## src/shared/ext_bus_defs.vh

```
`ifndef EXT_BUS_DEFS_VH
`define EXT_BUS_DEFS_VH

// ********************************************************************
// Register indices and byte addresses (byte address = 4 * index)
// ********************************************************************
`define WAIT_STATE_COUNTS_IDX   8'h28
`define BANK_SWITCH_CONTROL_IDX 8'h29
`define WAIT_STATE_CONFIG_IDX   8'h2B
`define BUS_STATUS_IDX          8'h2C
`define WAIT_STATE_COUNTS_ADDR   12'h0A0
`define BANK_SWITCH_CONTROL_ADDR 12'h0A4
`define WAIT_STATE_CONFIG_ADDR   12'h0AC
`define BUS_STATUS_ADDR          12'h0B0

// ********************************************************************
// Reset values and writable masks
// ********************************************************************
`define WAIT_STATE_COUNTS_RST    16'h7FFF
`define BANK_SWITCH_CONTROL_RST  16'hF800
`define WAIT_STATE_CONFIG_RST    16'h0000
`define BANK_SWITCH_CONTROL_MASK 16'hF807
`define WAIT_STATE_CONFIG_MASK   16'h0001

// ********************************************************************
// Field positions
// ********************************************************************
`define EXTENDED_PROGRAM_RANGE_BIT 15
`define IO_FIELD_LSB               12
`define DATA_HIGH_FIELD_LSB        9
`define DATA_LOW_FIELD_LSB         6
`define PROG_HIGH_FIELD_LSB        3
`define PROG_LOW_FIELD_LSB         0
`define WAIT_MULTIPLIER_BIT        0
`define BANK_COMPARE_MSB           15
`define BANK_COMPARE_LSB           12
`define PROGRAM_DATA_READ_GAP_BIT  11
`define HOST_PORT_BUS_KEEPER_BIT   2
`define DATA_BUS_KEEPER_BIT        1
`define EXTERNAL_BUS_OFF_BIT       0

// ********************************************************************
// Access spaces and limits
// ********************************************************************
`define SPACE_PROGRAM 2'h0
`define SPACE_DATA    2'h1
`define SPACE_IO      2'h2
`define MAX_WAIT_STATES 4'hE

`endif

```

## src/rtl/wait_select.v

```verilog
`include "ext_bus_defs.vh"

// Picks the base wait field for one access and applies the multiplier.
module wait_select
(
    input  wire [15:0] wait_counts,   // Wait-state count register.
    input  wire        multiplier,    // Doubling bit.
    input  wire [1:0]  space,         // Access space.
    input  wire        addr_high,     // Address bit 15 of the access.
    output wire [3:0]  wait_total     // Final number of wait cycles.
);
    reg [2:0] base;                   // Selected base count.

    // ****************************************************************
    // Range decode
    // ****************************************************************
    // A three-way decode on the space, then the half of the page.
    always @*
    begin
        base = 3'h0;
        case (space)
            `SPACE_IO:
                base = wait_counts[`IO_FIELD_LSB +: 3];
            `SPACE_DATA:
                if (addr_high)
                    base = wait_counts[`DATA_HIGH_FIELD_LSB +: 3];
                else
                    base = wait_counts[`DATA_LOW_FIELD_LSB +: 3];
            default:
                if (!wait_counts[`EXTENDED_PROGRAM_RANGE_BIT] && addr_high)
                    base = wait_counts[`PROG_HIGH_FIELD_LSB +: 3];
                else
                    base = wait_counts[`PROG_LOW_FIELD_LSB +: 3];
        endcase
    end

    // Doubling by a shift gives at most fourteen, so no clamp is needed.
    assign wait_total = multiplier ? {base, 1'b0} : {1'b0, base};
endmodule // wait_select

```

## src/rtl/wait_counter.v

```verilog
// Down counter for wait cycles with a clock-enable that stands in for a gated clock.
module wait_counter
#(
    parameter W = 4                   // Counter width.
)
(
    input  wire         pclk,         // Clock.
    input  wire         presetn,      // Asynchronous reset, active low.
    input  wire         clk_en,       // Counter clock enable.
    input  wire         load,         // Load a new count.
    input  wire [W-1:0] load_val,     // Count to load.
    output wire         zero          // Count is zero.
);
    reg [W-1:0] count_q;              // Remaining wait cycles.

    // ****************************************************************
    // Counter
    // ****************************************************************
    // With the enable low nothing toggles, which is what saves power.
    always @(posedge pclk or negedge presetn)
    begin
        if (!presetn)
            count_q <= {W{1'b0}};
        else if (clk_en)
        begin
            if (load)
                count_q <= load_val;
            else if (count_q != {W{1'b0}})
                count_q <= count_q - {{(W-1){1'b0}}, 1'b1};
        end
    end

    assign zero = (count_q == {W{1'b0}});
endmodule // wait_counter

```

## src/rtl/ext_bus_wait_state_bank_switch.v

```verilog
// Local design decision: the APB interface to the registers.
`include "ext_bus_defs.vh"

module ext_bus_wait_state_bank_switch
(
    input  wire        pclk,             // Machine clock.
    input  wire        presetn,          // Asynchronous reset, active low.
    input  wire        psel,             // APB select.
    input  wire        penable,          // APB enable.
    input  wire        pwrite,           // APB direction.
    input  wire [11:0] paddr,            // APB byte address.
    input  wire [31:0] pwdata,           // APB write data.
    output reg  [31:0] prdata,           // APB read data.
    output reg         pready,           // APB ready.
    output reg         pslverr,          // APB error for unmapped addresses.
    input  wire        acc_req,          // Core access request, taken while idle.
    input  wire [1:0]  acc_space,        // Program, data or I/O.
    input  wire        acc_read,         // High for a read.
    input  wire [22:0] acc_addr,         // Access address.
    input  wire [15:0] acc_wdata,        // Write data.
    output reg         acc_idle_q,       // Ready to take a request.
    output reg         acc_done_q,       // One-cycle pulse at completion.
    output reg  [15:0] acc_rdata_q,      // Read data of the last read.
    output reg  [22:0] ext_addr_q,       // External address bus.
    output reg         ext_prog_sel_n_q, // Program space select, active low.
    output reg         ext_data_sel_n_q, // Data space select, active low.
    output reg         ext_io_sel_n_q,   // I/O space select, active low.
    output reg         ext_strobe_n_q,   // Access strobe, active low.
    output reg         ext_read_q,       // High for read cycles.
    output reg  [15:0] ext_data_out_q,   // Data bus output.
    output reg         ext_data_oe_q,    // Data bus output enable.
    input  wire [15:0] ext_data_in,      // Data bus input.
    input  wire        ext_ready,        // Hardware ready, high when done.
    output reg  [15:0] data_keep_q,      // Level the data keeper holds.
    output reg         data_keep_oe_q,   // Data keeper drives the bus.
    output reg         host_keep_en_q,   // Host-port keeper enable.
    output reg         mode_lock_q       // Mode lock flag, set one cycle after bus-off takes effect.
);
    // ****************************************************************
    // States
    // ****************************************************************
    localparam [1:0] ST_IDLE   = 2'h0;   // Waiting for a request.
    localparam [1:0] ST_GAP    = 2'h1;   // Extra bank-switch cycle.
    localparam [1:0] ST_ACCESS = 2'h2;   // Strobe active, waits running.

    reg [1:0]  state_q;                  // Sequencer state.
    reg [15:0] wait_counts_q;            // Base wait counts.
    reg [15:0] bank_ctrl_q;              // Bank-switch control.
    reg [15:0] wait_cfg_q;               // Multiplier config.
    reg        bus_off_q;                // Bus-off has taken effect.
    reg [1:0]  cur_space_q;              // Space of access in progress.
    reg        cur_read_q;               // Direction of access in progress.
    reg [22:0] cur_addr_q;               // Address of access in progress.
    reg [15:0] cur_wdata_q;              // Write data of access in progress.
    reg [3:0]  cur_waits_q;              // Wait count of access in progress.
    reg        prev_valid_q;             // A previous access exists.
    reg [1:0]  prev_space_q;             // Space of previous access.
    reg        prev_read_q;              // Direction of previous access.
    reg [3:0]  prev_bank_q;              // Masked bank of previous access.
    reg [15:0] last_level_q;             // Last level seen on the data bus.

    wire [3:0] req_waits;                // Waits for the new request.
    wire       cnt_zero;                 // Wait counter has expired.
    wire       gen_active;               // Some range needs waits.
    wire [3:0] bank_mask;                // Bank compare mask.
    wire [3:0] req_bank;                 // Masked bank of the new request.
    wire       take_req;                 // New request accepted this cycle.
    wire       need_gap;                 // New request needs an extra cycle.
    wire       load_cnt;                 // Load the wait counter.
    wire       finish;                   // Access completes this cycle.
    wire       apb_setup;                // APB setup phase.
    wire       apb_write;                // APB write takes effect.
    wire       addr_hit;                 // APB address is mapped.
    wire [15:0] status;                  // Own status word.

    // ****************************************************************
    // Wait decode and counter
    // ****************************************************************
    wait_select u_select
    (
        .wait_counts (wait_counts_q),
        .multiplier  (wait_cfg_q[`WAIT_MULTIPLIER_BIT]),
        .space       (acc_space),
        .addr_high   (acc_addr[15]),
        .wait_total  (req_waits)
    );

    // The counter only runs while some field is nonzero or a count is left;
    // once everything is zero there is nothing to count and its clock stays still.
    assign gen_active = (wait_counts_q[14:0] != 15'h0000);

    wait_counter #(.W(4)) u_counter
    (
        .pclk     (pclk),
        .presetn  (presetn),
        .clk_en   (gen_active || !cnt_zero),
        .load     (load_cnt),
        .load_val (cur_waits_q),
        .zero     (cnt_zero)
    );

    // ****************************************************************
    // Bank switch decision
    // ****************************************************************
    assign bank_mask = bank_ctrl_q[`BANK_COMPARE_MSB:`BANK_COMPARE_LSB];
    assign req_bank  = acc_addr[15:12] & bank_mask;
    assign take_req  = state_q == ST_IDLE && acc_req && !bus_off_q && !bank_ctrl_q[`EXTERNAL_BUS_OFF_BIT];

    // The first access after reset has no predecessor and gets no gap.
    assign need_gap = prev_valid_q &&
        (((acc_space == prev_space_q) && (acc_space != `SPACE_IO) && (req_bank != prev_bank_q))
        || ((prev_space_q == `SPACE_DATA) && (acc_space == `SPACE_PROGRAM))
        || (bank_ctrl_q[`PROGRAM_DATA_READ_GAP_BIT] && prev_read_q && acc_read &&
            (((prev_space_q == `SPACE_DATA) && (acc_space == `SPACE_PROGRAM)) ||
             ((prev_space_q == `SPACE_PROGRAM) && (acc_space == `SPACE_DATA)))));

    // The counter is loaded at the edge that drops the strobe, from the count captured at take.
    assign load_cnt = (state_q == ST_ACCESS) && ext_strobe_n_q;
    // Ready is only looked at once the strobe is out and the software waits have run out.
    assign finish   = (state_q == ST_ACCESS) && !ext_strobe_n_q && cnt_zero && ext_ready;

    // ****************************************************************
    // Access sequencer
    // ****************************************************************
    // Captures the request, inserts the gap cycle, then holds the strobe
    // through the waits and any ready extension.
    always @(posedge pclk or negedge presetn)
    begin
        if (!presetn)
        begin
            state_q      <= ST_IDLE;
            cur_space_q  <= `SPACE_PROGRAM;
            cur_read_q   <= 1'b1;
            cur_addr_q   <= 23'h000000;
            cur_wdata_q  <= 16'h0000;
            cur_waits_q  <= 4'h0;
            prev_valid_q <= 1'b0;
            prev_space_q <= `SPACE_PROGRAM;
            prev_read_q  <= 1'b0;
            prev_bank_q  <= 4'h0;
            acc_done_q   <= 1'b0;
            acc_rdata_q  <= 16'h0000;
        end
        else
        begin
            acc_done_q <= 1'b0;
            case (state_q)
                ST_IDLE:
                    if (take_req)
                    begin
                        cur_space_q  <= acc_space;
                        cur_read_q   <= acc_read;
                        cur_addr_q   <= acc_addr;
                        cur_wdata_q  <= acc_wdata;
                        cur_waits_q  <= req_waits;
                        prev_valid_q <= 1'b1;
                        prev_space_q <= acc_space;
                        prev_read_q  <= acc_read;
                        prev_bank_q  <= req_bank;
                        if (need_gap)
                            state_q <= ST_GAP;
                        else
                            state_q <= ST_ACCESS;
                    end
                ST_GAP:
                    state_q <= ST_ACCESS;
                ST_ACCESS:
                    if (finish)
                    begin
                        state_q    <= ST_IDLE;
                        acc_done_q <= 1'b1;
                        if (cur_read_q)
                            acc_rdata_q <= ext_data_in;
                    end
                default:
                    state_q <= ST_IDLE;
            endcase
        end
    end

    // The strobe cycle itself is the first access cycle and the waits follow
    // it, so an access with W waits keeps the strobe low for W + 1 cycles.
    // Loading from cur_waits_q, not from the decoder, keeps the count tied
    // to the request that was captured even if the request pins move on.

    // ****************************************************************
    // External pins
    // ****************************************************************
    // All pins leave flip-flops; with bus-off in effect every control goes
    // to its inactive level and the data driver is released.
    always @(posedge pclk or negedge presetn)
    begin
        if (!presetn)
        begin
            ext_addr_q       <= 23'h000000;
            ext_prog_sel_n_q <= 1'b1;
            ext_data_sel_n_q <= 1'b1;
            ext_io_sel_n_q   <= 1'b1;
            ext_strobe_n_q   <= 1'b1;
            ext_read_q       <= 1'b1;
            ext_data_out_q   <= 16'h0000;
            ext_data_oe_q    <= 1'b0;
            last_level_q     <= 16'h0000;
        end
        else if (state_q == ST_ACCESS && !finish)
        begin
            ext_addr_q       <= cur_addr_q;
            ext_prog_sel_n_q <= cur_space_q != `SPACE_PROGRAM;
            ext_data_sel_n_q <= cur_space_q != `SPACE_DATA;
            ext_io_sel_n_q   <= cur_space_q != `SPACE_IO;
            ext_strobe_n_q   <= 1'b0;
            ext_read_q       <= cur_read_q;
            ext_data_out_q   <= cur_wdata_q;
            ext_data_oe_q    <= !cur_read_q;
            if (!cur_read_q)
                last_level_q <= cur_wdata_q;
        end
        else
        begin
            if (bus_off_q)
                ext_addr_q <= 23'h000000;
            ext_prog_sel_n_q <= 1'b1;
            ext_data_sel_n_q <= 1'b1;
            ext_io_sel_n_q   <= 1'b1;
            ext_strobe_n_q   <= 1'b1;
            ext_read_q       <= 1'b1;
            ext_data_oe_q    <= 1'b0;
            if (finish && cur_read_q)
                last_level_q <= ext_data_in;
        end
    end

    // ****************************************************************
    // Bus keepers, bus-off and mode lock
    // ****************************************************************
    // The keeper drives whenever enabled except during our own writes, reads included; it never fights our
    // own write driver because it takes the inverse of the output enable.
    always @(posedge pclk or negedge presetn)
    begin
        if (!presetn)
        begin
            data_keep_q    <= 16'h0000;
            data_keep_oe_q <= 1'b0;
            host_keep_en_q <= 1'b0;
            bus_off_q      <= 1'b0;
            mode_lock_q    <= 1'b0;
        end
        else
        begin
            data_keep_q    <= last_level_q;
            data_keep_oe_q <= bank_ctrl_q[`DATA_BUS_KEEPER_BIT] &&
                              !(state_q == ST_ACCESS && !finish && !cur_read_q);
            host_keep_en_q <= bank_ctrl_q[`HOST_PORT_BUS_KEEPER_BIT];
            // Bus-off waits for the cycle in flight; clearing takes effect at once.
            if (!bank_ctrl_q[`EXTERNAL_BUS_OFF_BIT])
                bus_off_q <= 1'b0;
            else if (state_q == ST_IDLE)
                bus_off_q <= 1'b1;
            mode_lock_q <= bus_off_q;
        end
    end

    // ****************************************************************
    // APB slave
    // ****************************************************************
    assign apb_setup = psel && !penable;
    assign apb_write = psel && penable && pready && pwrite;
    assign addr_hit  = paddr == `WAIT_STATE_COUNTS_ADDR || paddr == `BANK_SWITCH_CONTROL_ADDR ||
                       paddr == `WAIT_STATE_CONFIG_ADDR || paddr == `BUS_STATUS_ADDR;
    assign status    = {11'h000, mode_lock_q, cur_waits_q == 4'h0 ? 1'b0 : 1'b1,
                        gen_active, bus_off_q, !acc_idle_q};

    // Ready rises one edge after setup, so every access phase is one cycle.
    always @(posedge pclk or negedge presetn)
    begin
        if (!presetn)
        begin
            pready     <= 1'b0;
            pslverr    <= 1'b0;
            prdata     <= 32'h00000000;
            acc_idle_q <= 1'b0;
        end
        else
        begin
            pready     <= apb_setup;
            pslverr    <= apb_setup && !addr_hit;
            acc_idle_q <= (state_q == ST_IDLE && !take_req) && !bus_off_q &&
                          !bank_ctrl_q[`EXTERNAL_BUS_OFF_BIT];
            if (apb_setup && !pwrite)
            begin
                case (paddr)
                    `WAIT_STATE_COUNTS_ADDR:   prdata <= {16'h0000, wait_counts_q};
                    `BANK_SWITCH_CONTROL_ADDR: prdata <= {16'h0000, bank_ctrl_q};
                    `WAIT_STATE_CONFIG_ADDR:   prdata <= {16'h0000, wait_cfg_q};
                    `BUS_STATUS_ADDR:          prdata <= {16'h0000, status};
                    default:                   prdata <= 32'h00000000;
                endcase
            end
        end
    end

    // Register writes; reserved bits are masked so they stay zero.
    always @(posedge pclk or negedge presetn)
    begin
        if (!presetn)
        begin
            wait_counts_q <= `WAIT_STATE_COUNTS_RST;
            bank_ctrl_q   <= `BANK_SWITCH_CONTROL_RST;
            wait_cfg_q    <= `WAIT_STATE_CONFIG_RST;
        end
        else if (apb_write)
        begin
            case (paddr)
                `WAIT_STATE_COUNTS_ADDR:
                    wait_counts_q <= pwdata[15:0];
                `BANK_SWITCH_CONTROL_ADDR:
                    bank_ctrl_q <= pwdata[15:0] & `BANK_SWITCH_CONTROL_MASK;
                `WAIT_STATE_CONFIG_ADDR:
                    wait_cfg_q <= pwdata[15:0] & `WAIT_STATE_CONFIG_MASK;
                default:
                    wait_cfg_q <= wait_cfg_q;
            endcase
        end
    end
endmodule // ext_bus_wait_state_bank_switch

```

## config.mk

```make
export PLATFORM = sky130hd
export DESIGN_NAME = ext_bus_wait_state_bank_switch
export DESIGN_NICKNAME = d
export VERILOG_FILES = /design/src/rtl/wait_select.v /design/src/rtl/wait_counter.v /design/src/rtl/ext_bus_wait_state_bank_switch.v
export VERILOG_INCLUDE_DIRS = /design/src /design/src/shared
export SDC_FILE = /design/constraint.sdc
export NUM_CORES = 1
export LEC_CHECK = 0
export BUFFER_PORTS_ARGS = -buffer_cell sky130_fd_sc_hd__buf_2
export CORE_MARGIN = 2
export CORE_UTILIZATION = 35
export CTS_CLUSTER_DIAMETER = 30
export DETAILED_ROUTE_END_ITERATION = 10
export PLACE_DENSITY = 0.6
export SLEW_MARGIN = 5
export SYNTH_ARGS = -nofsm -noshare
export SYNTH_HDL_FRONTEND = slang
export SYNTH_SLANG_ARGS = --single-unit
```

## constraint.sdc

```tcl
create_clock -name pclk -period 3.2 [get_ports pclk]
set_input_delay 0 -clock pclk [delete_from_list [all_inputs] [get_ports pclk]]
set_output_delay 0 -clock pclk [all_outputs]
set_load 0.02 [all_outputs]
```

# Word level (Yosys, flattened, before mapping)
# Index checks and enable logic that the tools add are counted.
classes:
  reduce_logical: 68
  bitwise_logic: 1
  muxes: 27
  addsub: 1
  eq_ne: 18
ops:
  columns: ["cell", "n"]
  rows:
  - ["$pmux W16 S4", 1]
  - ["$eq A12 B8 Y1 const B", 4]
  - ["$mux W16", 3]
  - ["$mux W23", 2]
  - ["$logic_and A1 B1 Y1", 29]
  - ["$reduce_bool A15 Y1", 1]
  - ["$reduce_and A2 Y1", 7]
  - ["$logic_not A1 Y1", 13]
  - ["$mux W4", 3]
  - ["$mux W1", 11]
  - ["$ne A2 B2 Y1 const B", 5]
  - ["$logic_not A4 Y1", 2]
  - ["$reduce_bool A2 Y1", 4]
  - ["$logic_or A1 B1 Y1", 7]
  - ["$eq A2 B1 Y1 const B", 3]
  - ["$logic_not A2 Y1", 3]
  - ["$mux W2", 3]
  - ["$mux W3", 2]
  - ["$pmux W2 S3", 1]
  - ["$pmux W3 S2", 1]
  - ["$and A4 B4 Y4", 1]
  - ["$eq A2 B2 Y1 const B", 2]
  - ["$ne A2 B1 Y1 const B", 2]
  - ["$ne A4 B4 Y1", 1]
  - ["other kinds (4)", 4]
totals:
  out_inout_bits: 116
  elab_cells: 148
  regBits: 216
  inputBits: 109

# Logic depth before layout (Yosys ltp)
depth:
  ltp_word: 9
  mapped_depth: 8
  ltp_nobuf: 6

# Hierarchy
# Synthesis repeated with hierarchy kept, for this count alone.
hier_totals:
  hier_cells: 817
  hier_area_um2: 8381.8
modules_own_cells:
  columns: ["mod", "area_per_inst_um2", "seq_area_each_um2", "cells_per_inst", "n_inst"]
  rows:
  - ["ext_bus_wait_state_bank_switch", 7861.3, 4937.2, 762, 1]
  - ["wait_counter", 275.3, 100.1, 27, 1]
  - ["wait_select", 245.2, 0.0, 28, 1]

# Worst setup path before layout
# OpenSTA, ideal clock, no wires.
synth_timing:
  kind: "flip-flop to flip-flop"
  from: "register u_counter.count_q[0]"
  to: "register ext_data_out_q[14]"
  path_stages_with_launch: 8
  arrival_ns: 2.270
  period_less_slack_ns: 2.395
  path_slack_ns: 0.805
  t_required_ns: 3.075
  n_path_buf: 2
  setup_time_ns: 0.125
  path_cell_list: "dfrtp_1 inv_1 ha_1 nor3b_2 a21oi_1 clkbuf_1 clkbuf_1 mux2_2"
synth_via:
  elab_chain_len: 5
synth_rtl:
  columns: ["element", "line", "text"]
  rows:
  - ["from (decl)", "wait_counter.v:14", "reg [W-1:0] count_q;"]
  - ["from (signal assigned)", "wait_counter.v:23", "count_q <= {W{1'b0}};"]
  - ["from (signal assigned)", "wait_counter.v:27", "count_q <= load_val;"]
  - ["from (signal assigned)", "wait_counter.v:29", "count_q <= count_q - {{(W-1){1'b0}}, 1'b1};"]
  - ["$logic_not A4 Y1", "wait_counter.v:33", "assign zero = (count_q == {W{1'b0}});"]
  - ["$logic_and A1 B1 Y1 (2 in series)", "ext_bus_wait_state_bank_switch.v:120", "assign finish = (state_q == ST_ACCESS) && !ext_strobe_n_q && cnt_zero && ext_ready;"]
  - ["$logic_not A1 Y1", "ext_bus_wait_state_bank_switch.v:205", "else if (state_q == ST_ACCESS && !finish)"]
  - ["$logic_and A1 B1 Y1", "ext_bus_wait_state_bank_switch.v:205", null]
  - ["to (signal assigned)", "ext_bus_wait_state_bank_switch.v:213", "ext_data_out_q <= cur_wdata_q;"]
  - ["to (decl)", "ext_bus_wait_state_bank_switch.v:30", "output reg [15:0] ext_data_out_q,"]
# No other way between the ends.
# A chain may end at the register's enable or synchronous reset.

# Worst setup path after layout
layout_timing:
  from: "register u_counter.count_q[0]"
  to: "register ext_prog_sel_n_q"
layout_via:
  elab_chain_len: 6
layout_rtl:
  columns: ["element", "line", "text"]
  rows:
  - ["$logic_not A4 Y1", "wait_counter.v:33", null]
  - ["$logic_and A1 B1 Y1 (2 in series)", "ext_bus_wait_state_bank_switch.v:120", null]
  - ["$logic_not A1 Y1", "ext_bus_wait_state_bank_switch.v:205", null]
  - ["$logic_and A1 B1 Y1", "ext_bus_wait_state_bank_switch.v:205", null]
  - ["$mux W1", "ext_bus_wait_state_bank_switch.v:205", null]
  - ["to (signal assigned)", "ext_bus_wait_state_bank_switch.v:208", "ext_prog_sel_n_q <= cur_space_q != `SPACE_PROGRAM;"]
  - ["to (decl)", "ext_bus_wait_state_bank_switch.v:25", "output reg ext_prog_sel_n_q,"]
# No other way between the ends.

==> impl_metrics.yaml <==
outcome:
  status: "completed"
route:
  routedWlPerCell_um: 15.35
  firstDrtPassIters: 6
  drt_iter0_drc: 239
  vias: 6088
  drt-total-wl_um: 20320
  route.detailed.drc: 0
  ant_nets: 0
  viasPerCell: 4.598
critical_path:
  cp.arrival_ns: 2.60
  rrSetupSlack_ns: 0.93
  reg2reg_to: "ext_prog_sel_n_q"
  crit_required_ns: 3.53
  ff2ff_path_depth: 7
  cp-start-kind: "register"
  r2r-start: "u_counter.count_q[0]"
  path_max_fanout: 35
  crit_type: "reg2reg"
  worst_setup_path_end_kind: "register"
yosys:
  synth.cell_area_um2: 8381
  synth_edf_count: 0
  synthFlopType: "dfrtp_1"
  ys_seq_area_frac: 0.6011
  avgSynthCellArea_um2: 11.69
  postSynthCellCount: 717
  ys.warnings.count: 0
  yosys_register_bits: 200
  netlist-cell-type-count: 50
  async_reset_ff_frac: 1.000
floorplan:
  dieArea_um2: 25200
  die_w_um: 158.7
  initial_core_util: 0.3570
  io_pins: 225
  row_count: 56
  die_y_um: 158.7
  core_area_um2: 23470
final_layout:
  finalInstanceArea_um2: 11110
  multi_input_area_um2: 3133
  final_cell_mix: "buf_2, nand2_1, dfrtp_1"
  areaGrowthSynthToFinish_pct: 32.53
  drive_gt1_frac: 0.3701
  fill_cells: 2200
  layout.cells.non_filler: 1324
  seqCellArea_um2: 5037
  final_net_count: 1106
  diodes: 0
  layout_commonest_cell: "buf_2"
clock_tree:
  numClockSinks: 200
  clk_pin_slew_worst_paths_ns: 0.07
  cts_tree: "built"
  post_cts_resized: 0
  cts_buffers: 17
  root_buffer: "clkbuf_16"
  htree_levels: 4
  cts.path.max_buffers: 2
  clock_latency_ns: 0.43
sta:
  timing.final.hold_violations: 0
  rsz0062_at_grt: "false"
  min_period_ns: 2.274
  maxSlewHeadroom: 0.3768
  drv_slew: 0
  setup_viol: 0
  finalCritPeriodShare: 0.7107
  fmax_ghz: 0.4397
  worst_pin_slew_ns: 0.9348
  fin_tns_setup_ns: 0
  fin_skew_ns: 0.01194
placement:
  dp_hpwl_um: 13620
  placed_cells: 1210
  portBuffers: 192
  gp_congestion: 0.7492
  place_area_um2: 9703
global_routing:
  grt_antenna_before_repair: 0
  grt_use_total: 0.1660
  grt_max_degree: 101
  gr-total-overflow: 0
  grt_pass1_vias: 6338
  grt_pass1_wl_um: 33540
power:
  leakagePower_nw: 5.482
  power_density_nw_per_um2: 828.0
  vdd_drop_max_mv: 0.3820
min_path:
  min_from: "paddr[10]"
  hold_class: "in2reg"
  min_path_cells: 4
  min_to: "prdata[0]"
run:
  drv_cap: 0
==> routing by layer <==
metal,up-vias,global-route usage,part of all wire
met5,-,0,0
met4,0,0.05755,0.021
met3,29,0.03657,0.049
met2,137,0.2745,0.49
met1,2975,0.2155,0.44
li1,2947,-,-
==> report_power, final <==
part / leakage [nW] / internal (W) / switching [W]
Combinational: 2.72 / 0.00135 / 0.00180
Sequential: 2.48 / 0.00343 / 0.000461
Clock: 0.280 / 0.00119 / 0.000978
==> Yosys cell counts (all sizes together) (2+ instances only) <==
master / instances / share of area
or4b: 2 / 0.0024
clkbuf: 22 / 0.0099
nand2: 178 / 0.080
dfstp: 26 / 0.082
nand3: 9 / 0.0054
mux2: 98 / 0.14
nor2: 11 / 0.0049
or3: 3 / 0.0022
or3b: 2 / 0.0021
xnor2: 2 / 0.0021
a22oi: 8 / 0.0072
a41oi: 2 / 0.0021
dfrtp: 174 / 0.52
mux2i: 8 / 0.0096
nor3: 5 / 0.0030
nand3b: 3 / 0.0027
nand2b: 28 / 0.021
a31oi: 2 / 0.0015
o21ai: 42 / 0.025
a211oi: 2 / 0.0018
xor2: 6 / 0.0063
a21oi: 4 / 0.0024
o21a: 2 / 0.0018
mux4: 2 / 0.0054
nor4: 9 / 0.0075
and2: 2 / 0.0015
buf: 25 / 0.020
o31ai: 4 / 0.0036
nor2b: 5 / 0.0037
ha: 5 / 0.0075
nand4: 4 / 0.0030
inv: 9 / 0.0040
a22o: 2 / 0.0021
==> per-stage QoR <==
| step | total power [W] | worst slack, ns | hold WS [ns] | utilization |
|---|---|---|---|---|
| 6_report | 0.009196 | 0.9258 | 0.04872 | 0.4732 |
| 5_1_grt | 0.009826 | 0.7644 | 0.05040 | 0.4732 |
| 4_1_cts | 0.009315 | 0.9084 | 0.02690 | 0.4732 |
| 3_5_place_dp | 0.007028 | 0.8966 | 0.1701 | 0.4134 |
| 3_3_place_gp | 0.006947 | 0.9015 | 0.1688 | 0.4134 |
| 2_1_floorplan | 0.005931 | 0.8051 | -0.2956 | - |
==> kinds of logic after synthesis <==
family,Yosys count,share of synthesized area
other cells,1,0.0004475
xor+xnor,8,0.008361
fa+ha+maj,5,0.007465
flops,200,0.6011
mux,108,0.1511
simple gates,265,0.1439
compound gates,74,0.05360
buf+inv,56,0.03404
==> worst max-delay path by stage <==
stage / startpoint / end / slack, ns / cells after the start
floorplan: u_counter.count_q[0] / ext_data_out_q[14] / 0.81 / 7
global placement: paddr[9] / wait_counts_q[15] / 0.90 / 5
detailed placement: paddr[9] / wait_counts_q[15] / 0.90 / 5
CTS: u_counter.count_q[0] / ext_prog_sel_n_q / 0.91 / 7
global route: u_counter.count_q[0] / ext_prog_sel_n_q / 0.76 / 7
finish: u_counter.count_q[0] / ext_prog_sel_n_q / 0.93 / 7
==> worst max-delay path: stages, from the launching register on <==
cell     delay, ns
dfrtp_1       0.41
inv_1         0.08
ha_1          0.21
nor3b_2       0.21
a21oi_4       0.36
buf_4         0.40
inv_1         0.12
or3_1         0.39
==> state kept, by name (all words and copies together) (netlist names), 2 cells and up <==
register and cells:
prdata 16, prev_space_q 2, last_level_q 16, prev_bank_q 4
cur_wdata_q 16, state_q 2, u_counter.count_q 4, ext_addr_q 23
wait_counts_q 16, bank_ctrl_q 8, data_keep_q 16, acc_rdata_q 16
cur_addr_q 23, cur_waits_q 4, ext_data_out_q 16
==> area by class of cell <==
cell class,count,share of cell area
clock buffer,21,0.04055
clock inverter,11,0.01194
inverter,9,0.003042
multi-input combinational,476,0.2821
sequential,200,0.4535
tap,319,0.03594
timing repair buffer,288,0.1729
==> repair_timing <==
action	CTS	global route
endpoints found under the hold margin	194	0
buffers inserted	0	0
hold buffers	82	0
Note: power is estimated with default switching activity, not from simulation.
